### src/shared/hia_pkg.sv
// Package with register offsets, field positions and reset values of the interrupt aggregator.
package hia_pkg;
  localparam logic [7:0] ADDR_ENABLE_CONTROL = 8'h23;
  localparam logic [7:0] ADDR_SUMMARY_STATUS = 8'h24;
  localparam logic [7:0] ENABLE_CONTROL_RESET = 8'h00;
  localparam logic [7:0] SUMMARY_STATUS_RESET = 8'h00;
  // Field positions shared by both registers.
  localparam int BIT_RX0    = 0;
  localparam int BIT_RX3    = 3;
  localparam int BIT_TX0    = 4;
  localparam int BIT_TX1    = 5;
  localparam int BIT_RSVD   = 6;
  localparam int BIT_GLOBAL = 7;
  localparam int NUM_RX     = 4;
  localparam int NUM_TX     = 2;
  localparam int NUM_SRC    = 6;
  // Writable bits of the control register; bit 6 is reserved.
  localparam logic [7:0] ENABLE_CONTROL_MASK = 8'hBF;
endpackage

### src/logic/hia_aggregator.sv
// Interrupt aggregator for a four receive, two transmit port hub.
//
// Contract
// - Receive port enables at control bits 3..0.
// - Global bit 7 set by enabled pending source.
// - Master enable does not mask global bit.
// - Read-only status register with fixed bit layout.
// - Transmit flag clears on its port status read.
// - Receive flag clears after all causing reads.
// - Master enable bit 7 gates host interrupt.
// - Transmit and receive 3 enables at bits 5..3.
`timescale 1ns/100ps
`default_nettype none
module hia_aggregator #(
  parameter int NUM_RX = hia_pkg::NUM_RX,
  parameter int NUM_TX = hia_pkg::NUM_TX
) (
  input  wire logic              clk_sys,
  input  wire logic              rst,
  input  wire logic              reg_write,
  input  wire logic              reg_read,
  input  wire logic [7:0]        reg_addr,
  input  wire logic [7:0]        reg_wdata,
  output var  logic [7:0]        reg_rdata,
  input  wire logic [NUM_RX-1:0] rx_event,
  input  wire logic [NUM_RX-1:0] rx_status_a_read,
  input  wire logic [NUM_RX-1:0] rx_status_b_read,
  input  wire logic [NUM_RX-1:0] serial_rx_status_read,
  input  wire logic [NUM_TX-1:0] tx_event,
  input  wire logic [NUM_TX-1:0] tx_status_read,
  output var  logic              irq_out
);

  // Source count of the summary; receive ports first, transmit ports above them.
  localparam int NUM_SRC = NUM_RX + NUM_TX;

  // Control register and the pending flags of every source.
  logic [7:0]         interrupt_enable_control;
  logic [NUM_RX-1:0]  rx_irq_flag;
  logic [NUM_TX-1:0]  tx_irq_flag;

  // Per receive port: which causing registers were read since the last cause.
  logic [NUM_RX-1:0]  rx_read_a_seen;
  logic [NUM_RX-1:0]  rx_read_b_seen;
  logic [NUM_RX-1:0]  rx_read_c_seen;

  // Decoded register strobes.
  logic               control_write;
  logic               control_read;
  logic               status_read;
  logic               other_read;

  // Per source clear conditions.
  logic [NUM_RX-1:0]  rx_clear_now;
  logic [NUM_RX-1:0]  rx_history_reset;
  logic [NUM_TX-1:0]  tx_clear_now;

  // Combinational images of the registers and of the host request.
  logic [NUM_SRC-1:0] source_irq_flags;
  logic [NUM_SRC-1:0] source_irq_enables;
  logic               next_global;
  logic [7:0]         next_summary;
  logic [7:0]         next_rdata;
  logic               next_irq;

  // Address match, shared by the write and read paths so both see one map.
  function automatic logic addr_hit(
    input logic [7:0] addr,
    input logic [7:0] target
  );
    return addr == target;
  endfunction

  // A receive cause is serviced once each causing register was read, in any order.
  // A read in the current cycle counts, so the last read clears on its own edge.
  function automatic logic reads_complete(
    input logic seen_a,
    input logic seen_b,
    input logic seen_c,
    input logic now_a,
    input logic now_b,
    input logic now_c
  );
    return (seen_a || now_a) && (seen_b || now_b) && (seen_c || now_c);
  endfunction

  // Register decode; writes to the status address and to holes fall through unused.
  assign control_write = reg_write && addr_hit(reg_addr, hia_pkg::ADDR_ENABLE_CONTROL);
  assign control_read  = reg_read && addr_hit(reg_addr, hia_pkg::ADDR_ENABLE_CONTROL);
  assign status_read   = reg_read && addr_hit(reg_addr, hia_pkg::ADDR_SUMMARY_STATUS);
  assign other_read    = reg_read && !control_read && !status_read;

  // Control register write; reserved bit 6 is masked so it always reads back as zero.
  always_ff @(posedge clk_sys) begin
    if (rst) begin
      interrupt_enable_control <= hia_pkg::ENABLE_CONTROL_RESET;
    end else if (control_write) begin
      interrupt_enable_control <= reg_wdata & hia_pkg::ENABLE_CONTROL_MASK;
    end
  end

  // Receive ports: one flag and three read histories each.
  genvar gi;
  generate
    for (gi = 0; gi < NUM_RX; gi++) begin : g_rx
      // Clear once the last outstanding causing register has been read.
      assign rx_clear_now[gi] = rx_irq_flag[gi] && reads_complete(
        rx_read_a_seen[gi], rx_read_b_seen[gi], rx_read_c_seen[gi],
        rx_status_a_read[gi], rx_status_b_read[gi], serial_rx_status_read[gi]);

      // History restarts on a new cause, so reads of an old cause never clear a new one.
      assign rx_history_reset[gi] = rx_event[gi] || rx_clear_now[gi];

      // Flag; a cause in the clearing cycle wins, so no event is lost.
      always_ff @(posedge clk_sys) begin
        if (rst) begin
          rx_irq_flag[gi] <= 1'b0;
        end else if (rx_event[gi]) begin
          rx_irq_flag[gi] <= 1'b1;
        end else if (rx_clear_now[gi]) begin
          rx_irq_flag[gi] <= 1'b0;
        end
      end

      // First causing register; reads while no flag stands are not remembered.
      always_ff @(posedge clk_sys) begin
        if (rst) begin
          rx_read_a_seen[gi] <= 1'b0;
        end else if (rx_history_reset[gi]) begin
          rx_read_a_seen[gi] <= 1'b0;
        end else if (rx_irq_flag[gi] && rx_status_a_read[gi]) begin
          rx_read_a_seen[gi] <= 1'b1;
        end
      end

      // Second causing register, same rules as the first.
      always_ff @(posedge clk_sys) begin
        if (rst) begin
          rx_read_b_seen[gi] <= 1'b0;
        end else if (rx_history_reset[gi]) begin
          rx_read_b_seen[gi] <= 1'b0;
        end else if (rx_irq_flag[gi] && rx_status_b_read[gi]) begin
          rx_read_b_seen[gi] <= 1'b1;
        end
      end

      // Serial receive status register, same rules again.
      always_ff @(posedge clk_sys) begin
        if (rst) begin
          rx_read_c_seen[gi] <= 1'b0;
        end else if (rx_history_reset[gi]) begin
          rx_read_c_seen[gi] <= 1'b0;
        end else if (rx_irq_flag[gi] && serial_rx_status_read[gi]) begin
          rx_read_c_seen[gi] <= 1'b1;
        end
      end
    end

    for (gi = 0; gi < NUM_TX; gi++) begin : g_tx
      // Only the port's own status read clears the flag; summary reads never do.
      assign tx_clear_now[gi] = tx_status_read[gi];

      // Flag; a cause in the clearing cycle wins here as well.
      always_ff @(posedge clk_sys) begin
        if (rst) begin
          tx_irq_flag[gi] <= 1'b0;
        end else if (tx_event[gi]) begin
          tx_irq_flag[gi] <= 1'b1;
        end else if (tx_clear_now[gi]) begin
          tx_irq_flag[gi] <= 1'b0;
        end
      end
    end
  endgenerate

  // Sources in summary order: receive ports in the low bits, transmit ports above.
  assign source_irq_flags   = {tx_irq_flag, rx_irq_flag};
  assign source_irq_enables =
    interrupt_enable_control[hia_pkg::BIT_TX1:hia_pkg::BIT_RX0];

  // Master enable deliberately left out: software sees a pending cause even while masked.
  always_comb begin
    next_global  = |(source_irq_flags & source_irq_enables);
    next_summary = hia_pkg::SUMMARY_STATUS_RESET;
    next_summary[hia_pkg::BIT_RX3:hia_pkg::BIT_RX0] = rx_irq_flag;
    next_summary[hia_pkg::BIT_TX1:hia_pkg::BIT_TX0] = tx_irq_flag;
    next_summary[hia_pkg::BIT_GLOBAL]               = next_global;
  end

  // Read data selection; holes read as zero and no read changes any state.
  always_comb begin
    next_rdata = reg_rdata;
    if (status_read) begin
      next_rdata = next_summary;
    end else if (control_read) begin
      next_rdata = interrupt_enable_control;
    end else if (other_read) begin
      next_rdata = '0;
    end
  end

  // Read data register; it holds between reads so the host may fetch it late.
  always_ff @(posedge clk_sys) begin
    if (rst) begin
      reg_rdata <= '0;
    end else begin
      reg_rdata <= next_rdata;
    end
  end

  // Host request; the master enable gates the aggregated bit onto the pin.
  assign next_irq = interrupt_enable_control[hia_pkg::BIT_GLOBAL] && next_global;

  // Registered, so the pin carries no combinational path from the register bus.
  always_ff @(posedge clk_sys) begin
    if (rst) begin
      irq_out <= 1'b0;
    end else begin
      irq_out <= next_irq;
    end
  end

endmodule
`default_nettype wire

### config.mk
export PLATFORM = sky130hd
export DESIGN_NAME = hia_aggregator
export DESIGN_NICKNAME = d
export VERILOG_FILES = /design/src/shared/hia_pkg.sv /design/src/logic/hia_aggregator.sv
export SDC_FILE = /design/constraint.sdc
export NUM_CORES = 1
export LEC_CHECK = 0
export BUFFER_PORTS_ARGS = -buffer_cell sky130_fd_sc_hd__buf_2
export CAP_MARGIN = 5
export CORE_ASPECT_RATIO = 0.75
export CORE_UTILIZATION = 50
export CTS_BUF_LIST = sky130_fd_sc_hd__clkbuf_4
export CTS_CLUSTER_DIAMETER = 80
export DETAILED_ROUTE_END_ITERATION = 8
export HOLD_SLACK_MARGIN = 0.08
export PLACE_DENSITY = 0.88
export SYNTH_ARGS = -nofsm -noshare
export SYNTH_HDL_FRONTEND = slang
export SYNTH_SLANG_ARGS = --single-unit
### constraint.sdc
create_clock -name clk_sys -period 4.78 [get_ports clk_sys]
set_clock_uncertainty 0.2 [all_clocks]
set_input_delay 0.956 -clock clk_sys [delete_from_list [all_inputs] [get_ports clk_sys]]
set_output_delay 0.956 -clock clk_sys [all_outputs]
set_load 0.01 [all_outputs]
After elaboration in Yosys (flattened, before gate mapping)
Cells that the tools add are included.
- eq/ne operators: 2
- mux-type cells: 15
- bitwise operators: 1
- reduce and logical (&&, ||, !) cells: 62
- operators with widths (kind ; number):
    $logic_and A1 B1 Y1 ; 30
    $mux W8 ; 3
    $eq A8 B6 Y1 const B ; 2
    $logic_or A1 B1 Y1 ; 16
    $reduce_bool A2 Y1 ; 7
    $mux W1 ; 12
    $reduce_or A2 Y1 ; 5
    $and A6 B6 Y6 ; 1
    $reduce_or A6 Y1 ; 1
    $reduce_bool A3 Y1 ; 1
    $logic_not A1 Y1 ; 2
- flip-flop bits (word level): 34
- bits of input ports: 40
- output and inout bits: 9
- logic and storage cells: 102

Longest topological paths before layout
Gate-level depths: netlist (run 1).
- depth after elaboration: 8
- depth in mapped cells: 5

Worst setup path after synthesis (run 1)
No wires, ideal clock.
- kind: in2reg
- start: input reg_addr[3]
- end: register reg_rdata[7]
- library setup time: 88 ps
- arrival: 2049 ps
- data required time: 4492 ps
- setup slack: 2443 ps
- stages: 4
- cells stage by stage: or4b_4 > nor3_4 > nand2_1 > a311oi_2
- longest elaborated chain between the ends: 6
- ends and longest elaborated chain (element ; RTL line ; source):
    start: declaration ; hia_aggregator.sv:22 ; input wire logic [7:0] reg_addr,
    $eq A8 B6 Y1 ; hia_aggregator.sv:71 ; return addr == target;
    $logic_and A1 B1 Y1 ; hia_aggregator.sv:89 ; assign control_read = reg_read && addr_hit(reg_addr, hia_pkg::ADDR_ENABLE_CONTROL);
    $logic_not A1 Y1 ; hia_aggregator.sv:91 ; assign other_read = reg_read && !control_read && !status_read;
    $logic_and A1 B1 Y1 (2 in series) ; hia_aggregator.sv:91 ;
    $reduce_bool A3 Y1 (no source line) ; - ;
    end signal: assignment ; hia_aggregator.sv:207 ; reg_rdata <= next_rdata;
    end: declaration ; hia_aggregator.sv:24 ; output var logic [7:0] reg_rdata,
Parallel ways exist; a longest one is shown, timed or not.
A chain may end at the register's enable or synchronous reset.

Worst setup path in the final report (run 1)
Ends and elaborated chain as after synthesis.

==> key figures, run 1 <==
Status
  • Outcome: completed

Routing
  • Routed Antenna Nets: 0
  • DRT Pass-1 Iters: 4
  • Number of DRC markers in iteration 0: 41
  • Routed length per instance: 10.9 um
  • Vias per inst: 5.07
  • Post-Route WL: 2.62 mm
  • Via count: 1222
  • Drt drc: 0

Synthesis
  • Post-synth top area share: 0.479
  • Most frequent cells after synthesis: 33 x dfxtp_1, 29 x nor2_1, 25 x a21oi_1
  • Top_reg_cell synth: dfxtp_1
  • Post-synthesis net count: 200
  • Yosys cell types: 24
  • Cell taking the most area after synthesis: dfxtp_1
  • Number of synthesized flops with an enable pin: 0
  • Post-Synthesis Cell Area: 1380 um^2
  • Ys async rst share: 0
  • Syn Area/Cell: 8.62 um^2
  • Mapped Cells: 160
  • Number of synthesis warnings: 0
  • Yosys reg bits: 33
  • Seq/Total Area, Yosys: 0.479
  • Count leader, synth: dfxtp_1
  • Top post-synthesis cells by area: dfxtp_1 48%, a21oi_1 9.1%, nor2_1 7.9%

Global route
  • Largest net degree at the start of global routing: 26
  • Antenna violations before repair: 0
  • First-pass GRT wire length: 4.42 mm
  • GRT Total Usage: 0.196
  • Grt ovf: 0
  • Vias in the first global route: 1045

Pwr
  • Switching power of the nets: 0.000117 W
  • Power per cell area: 291 nW/um^2
  • Seq pwr share: 0.613
  • Leak: 0.681 nW
  • Peak supply drop: 0.176 mV
  • Clock power frac: 0.278
  • Total power draw: 0.000478 W
  • Comb pwr share: 0.110
  • Sw Ratio: 0.245
  • Pint: 0.000361 W

Placed design
  • Dpl cell area: 1600 um^2
  • PortBufs: 46
  • RePlAce Congestion: 0.783
  • HPWL Detailed: 2.01 mm

Final layout
  • Finished Cell Area: 1640 um^2
  • Layout cells sized above 1: 0.307
  • Diode count: 0
  • Fillers: 238
  • Nets: 246
  • Area Overhead vs Synth: 19.2%

Timing
  • Tcrit/Tclk final: 0.465
  • RSZ-0062 raised after global routing: no
  • Fin crit period: 2220 ps
  • Final setup violating endpoints: 0
  • Fmax achieved: 450 MHz
  • Slew Viols, Final: 0
  • Setup TNS: 0 ps
  • Fin. Hold Viols: 0

Critical path
  • Startpoint types: input port
  • Worst r2r src: next_summary[0]$_SDFFE_PP0P_
  • Worst path cell trace: buf_2 > or4b_4 > nor3_4 > nand2_1 > a311oi_2
  • Worst Path Arrival: 2260 ps
  • Critical Path Fanout Max: 7
  • Critical-path top delay cell: or4b_4
  • CP endpoint kind: register
  • Crit-path max cell delay: 540 ps
  • R2R Path End: reg_rdata[7]$_SDFFE_PP0P_
  • Worst Setup Path Type: input port to register
  • Reg2Reg Depth: 4
  • Worst EP required: 4820 ps
  • Reg2reg setup slack: 3460 ps

Floorplanning
  • Initial cell density of the core: 0.530
  • Io pins: 49
  • Die Ht: 47.5 um
  • Die X: 62.6 um
  • Die area: 2970 um^2
  • Rows: 16
  • Core area: 2600 um^2

Clock network
  • CTS tree: yes
  • Hold buffers post-CTS: 0
  • Clock latency on the worst-skew pair: 320 ps
  • Post-CTS Repair Setup Buffers: 0
  • CTS Buf Count: 5
  • Clock Tree Buf Depth: 2
  • Clock sink total: 33
  • Post-CTS sizing: 0
  • Clk root buf: clkbuf_4
  • Clock transition at path regs: 90 ps
  • H-Tree Depth: 2

Job
  • Maxcap violations: 0

Min path
  • Hold WC Path Type: register to register
  • Hold worst-path end: interrupt_enable_control[2]$_SDFFE_PP0P_
  • HP Start: interrupt_enable_control[2]$_SDFFE_PP0P_
  • Hold path depth: 2
-- flip-flops by register name (all words and copies together) (netlist names) --
signal / flops
next_summary: 6
rx_read_c_seen: 4
reg_rdata: 7
irq_out: 1
interrupt_enable_control: 7
rx_read_a_seen: 4
rx_read_b_seen: 4
-- cells in the final DEF (no fill, tap or decap) --
cell type and instances:
buf_2 46, dfxtp_1 33, nor2_1 29, a21oi_1 25, nand2_1 20, nand3_1 9
o21ai_1 8, a311oi_2 7, inv_1 6, clkbuf_4 5, o22a_1 4, a22oi_1 3
or4b_4 1, nand4bb_1 1, nor3_4 1, nor4bb_1 1, nor4b_1 1, and2_2 1
and3b_1 1, nand2_2 1, conb_1 1, clkinv_2 1
-- how the worst max path moves through the flow --
stage | endpoint | cells past startpoint | from | slack (ps)
after floorplan | reg_rdata[7]$_SDFFE_PP0P_ | 4 | reg_addr[3] | 2440
after global placement | reg_rdata[3]$_SDFFE_PP0P_ | 5 | reg_addr[3] | 2250
after detailed placement | reg_rdata[7]$_SDFFE_PP0P_ | 5 | reg_addr[3] | 2220
after CTS | reg_rdata[7]$_SDFFE_PP0P_ | 5 | reg_addr[3] | 2560
after global routing | reg_rdata[7]$_SDFFE_PP0P_ | 5 | reg_addr[3] | 2430
final | reg_rdata[7]$_SDFFE_PP0P_ | 5 | reg_addr[3] | 2560
-- cells by family (layout without fill, tap and decap cells) --
kind of cell           Yosys count  in the layout  share of synthesized area
and+or+nand+nor                 66             66                      0.226
AOI/OAI and AO/OA               47             47                      0.238
DFF                             33             33                      0.479
buffers and inverters           13             58                     0.0544
other                            1              1                    0.00272
-- through the flow --
step / instances / hold slack [ps] / util / worst slack [ps]
finish: 241 / 277 / 0.632 / 2560
detailed placement: 235 / 261 / 0.615 / 2220
global placement: 235 / 249 / 0.615 / 2250
floorplan: 160 / 237 / - / 2440
global route: 241 / 309 / 0.632 / 2430
CTS: 241 / 277 / 0.632 / 2560
-- routing by layer --
layer  vias up  track usage  wire, um
met3         3       0.0667       111
met1       541        0.236      1350
li1        654            -         -
met2        24        0.339      1140
met4         0       0.0698        14
met5         -            0         0
-- power groups by stage --
| stage | clock, W | combinational (W) | sequential [W] |
|---|---|---|---|
| after floorplan | 0 | 0.0000294 | 0.000298 |
| after global placement | 0 | 0.0000514 | 0.000299 |
| after detailed placement | 0 | 0.0000522 | 0.000299 |
| after CTS | 0.000137 | 0.0000526 | 0.000293 |
| after global routing | 0.000152 | 0.0000588 | 0.000294 |
| final | 0.000133 | 0.0000524 | 0.000293 |
-- worst max-delay path, delay by kind of cell --
kind / cells / cell delay [ps]
simple gates: 3 / 950
compound gates: 1 / 250
buf+inv: 1 / 100
-- layout make-up --
class	count	area, um^2	share of cell area
timing repair buffer	46	230	0.140
clock inverter	1	5.00	0.00304
multi-input combinational	114	643	0.391
tap	36	45.0	0.0274
sequential	33	661	0.402
inverter	6	22.5	0.0137
clock buffer	5	37.5	0.0228
Note: power is estimated with default switching activity, not from simulation.
==> run 2, diff against run 1 <==
Clock period 4.78 ns to 2.2 ns, I/O delays scaled along.
==> run 2 against run 1 <==
Effect of this change:
- cell count increased by 1.2%
- first-iteration DRC count increased by 34%
- setup slack got worse by 2100 ps
- non-clock buffer count increased by 1
- clock power increased to 2.6 times the previous value
- design area increased by 1.5%
- die area unchanged
- sequential cell count unchanged
- power increased by 130%
- global-route usage about the same
- critical endpoint is now reg_rdata[2]$_SDFFE_PP0P_
==> key figures, run 2 (same netlist as run 1, synthesis figures left out) <==
Critical path
  • CP endpoint kind: register (unchanged)
  • Reg2Reg Depth: 4 (unchanged)
  • Worst Path Arrival: 1740 ps (was 2260 ps)
  • Worst r2r src: next_summary[0]$_SDFFE_PP0P_ (unchanged)
  • Worst Setup Path Type: input port to register (unchanged)
  • Critical-path top delay cell: or4b_4 (unchanged)
  • Worst EP required: 2240 ps (was 4820 ps)
  • Buf+Inv Stages, Crit Path: 1 (unchanged)
  • Crit-path max cell delay: 540 ps (about the same)
  • Worst path cell trace: buf_2 > or4b_4 > nor3_4 > nand2_1 > a311oi_2 (unchanged)
  • Reg2reg setup slack: 910 ps (was 3460 ps)
  • Top cell family by delay on the critical path: simple AND/OR/NAND/NOR gates (unchanged)
  • R2R Path End: reg_rdata[7]$_SDFFE_PP0P_ (unchanged)
  • Critical Path Fanout Max: 7 (unchanged)
  • Startpoint types: input port (unchanged)

Floorplanning
  • Die X: 62.6 um (unchanged)
  • Die area: 2970 um^2 (unchanged)
  • Io pins: 49 (unchanged)
  • Die Ht: 47.5 um (unchanged)
  • Core area: 2600 um^2 (unchanged)
  • Rows: 16 (unchanged)
  • Initial cell density of the core: 0.530 (unchanged)

Timing
  • Final setup violating endpoints: 0 (unchanged)
  • Tcrit/Tclk final: 0.771
  • Max_slew headroom: 0.664
  • Fin crit period: 1700 ps
  • Slew Viols, Final: 0 (unchanged)
  • Final setup margin: 503 ps (was 2560 ps)
  • Setup TNS: 0 ps (unchanged)
  • Slew @ Worst Pin: 503 ps
  • RSZ-0062 raised after global routing: no (unchanged)
  • Fmax achieved: 589 MHz
  • Fin. Hold Viols: 0 (unchanged)

Routing
  • DRT Pass-1 Iters: 4 (unchanged)
  • Via count: 1214 (was 1222)
  • Vias per inst: 4.98 (was 5.07)
  • Routed Antenna Nets: 0 (unchanged)
  • Drt drc: 0 (unchanged)
  • Post-Route WL: 2.60 mm (was 2.62 mm)
  • Routed length per instance: 10.7 um (was 10.9 um)
  • Number of DRC markers in iteration 0: 55 (was 41)

Pwr
  • Leak: 0.695 nW (was 0.681 nW)
  • Peak supply drop: 0.336 mV (was 0.176 mV)
  • Sw Ratio: 0.237 (was 0.245)
  • Total power draw: 0.00110 W (was 0.000478 W)
  • Switching power of the nets: 0.000261 W (was 0.000117 W)
  • Comb pwr share: 0.104 (was 0.110)
  • Seq pwr share: 0.578 (was 0.613)
  • Clock power frac: 0.318 (was 0.278)
  • Power per cell area: 659 nW/um^2 (was 291 nW/um^2)
  • Pint: 0.000839 W (was 0.000361 W)

Final layout
  • Layout Utilization: 0.641 (was 0.632)
  • Most common cell after layout, fill and taps aside: buf_2 (unchanged)
  • Diode count: 0 (unchanged)
  • Most frequent cells in the layout: 46 x buf_2, 33 x dfxtp_1, 29 x nor2_1 (unchanged)
  • Area Overhead vs Synth: 21.1% (was 19.2%)
  • Layout cells sized above 1: 0.317 (was 0.307)
  • Nets: 247 (was 246)
  • Finished Cell Area: 1670 um^2 (was 1640 um^2)

Global route
  • Grt ovf: 0 (unchanged)
  • GRT Total Usage: 0.195 (was 0.196)
  • First-pass GRT wire length: 4.25 mm (was 4.42 mm)
  • Antenna violations before repair: 0 (unchanged)
  • Largest net degree at the start of global routing: 26 (unchanged)
  • Vias in the first global route: 966 (was 1045)

Placed design
  • Dpl cell area: 1610 um^2 (was 1600 um^2)
  • PortBufs: 46 (unchanged)
  • HPWL Detailed: 1.96 mm (was 2.01 mm)
  • Placement Setup Slack: 164 ps (was 2220 ps)
  • RePlAce Congestion: 0.774 (was 0.783)

Clock network
  • H-Tree Depth: 2 (unchanged)
  • CTS tree: yes (unchanged)
  • CTS Buf Count: 5 (unchanged)
  • Hold buffers post-CTS: 0 (unchanged)
  • Post-CTS Repair Setup Buffers: 0 (unchanged)
  • Clock sink total: 33 (unchanged)
  • Clock Tree Buf Depth: 2 (unchanged)
  • Post-CTS sizing: 0 (unchanged)
  • Clk root buf: clkbuf_4 (unchanged)
  • Clock transition at path regs: 90 ps (about the same)
  • Clock latency on the worst-skew pair: 330 ps (was 320 ps)

Min path
  • Hold worst-path end: next_summary[4]$_SDFFE_PP0P_ (was interrupt_enable_control[2]$_SDFFE_PP0P_)
  • Hold WC Path Type: input port to register (was register to register)
  • HP Start: tx_event[0] (was interrupt_enable_control[2]$_SDFFE_PP0P_)
  • Hold path depth: 3 (was 2)

Job
  • Maxcap violations: 0 (unchanged)

Status
  • Outcome: completed (unchanged)
-- run 2: changes by cell type in the layout (fill, tap and decap cells not counted), sizes merged --
cell    delta
clkbuf     +3
buf        +1
clkinv     -1
-- run 2: power by group through the flow --
stage	sequential [W]	combinational, W	clock (W)
after floorplan	0.000648	0.0000638	0
after global placement	0.000649	0.000113	0
after detailed placement	0.000649	0.000115	0
after CTS	0.000636	0.000115	0.000362
after global routing	0.000640	0.000129	0.000386
final	0.000636	0.000114	0.000349
-- run 2: worst max path at each step --
stage | startpoint | slack (ps) | depth (start not counted) | end
after floorplan | reg_addr[3] | 380 | 4 | reg_rdata[7]$_SDFFE_PP0P_
after global placement | reg_addr[3] | 190 | 5 | reg_rdata[3]$_SDFFE_PP0P_
after detailed placement | reg_addr[3] | 160 | 5 | reg_rdata[2]$_SDFFE_PP0P_
after CTS | reg_addr[3] | 490 | 5 | reg_rdata[2]$_SDFFE_PP0P_
after global routing | reg_addr[3] | 400 | 5 | reg_rdata[2]$_SDFFE_PP0P_
final | reg_addr[3] | 500 | 5 | reg_rdata[2]$_SDFFE_PP0P_
-- run 2: through the flow --
stage	hold WS, ps	instances
6_report	112	244
4_1_cts	102	244
2_1_floorplan	237	160
3_3_place_gp	249	236
3_5_place_dp	259	236
5_1_grt	138	244
-- run 2: cell type report --
| class | count | area (um^2) |
|---|---|---|
| clock buffers | 8 | 60.1 |
| multi-input cells | 114 | 643 |
| well taps | 36 | 45.0 |
| repair buffers | 47 | 238 |
| flip-flops and latches | 33 | 661 |
| inverters | 6 | 22.5 |
| fillers | 248 | 933 |
-- run 2: worst min-delay path, cell delays in order --
cell and delay (ps):
buf_2 70, a21oi_1 30, nor2_1 60
-- run 2: metal layers --
layer  GRT usage  wire, um  up-vias
li1            -         -      653
met1       0.242      1310      532
met2       0.326      1150       24
met3      0.0571       107        5
met4      0.0977        37        0
met5           0         0        -
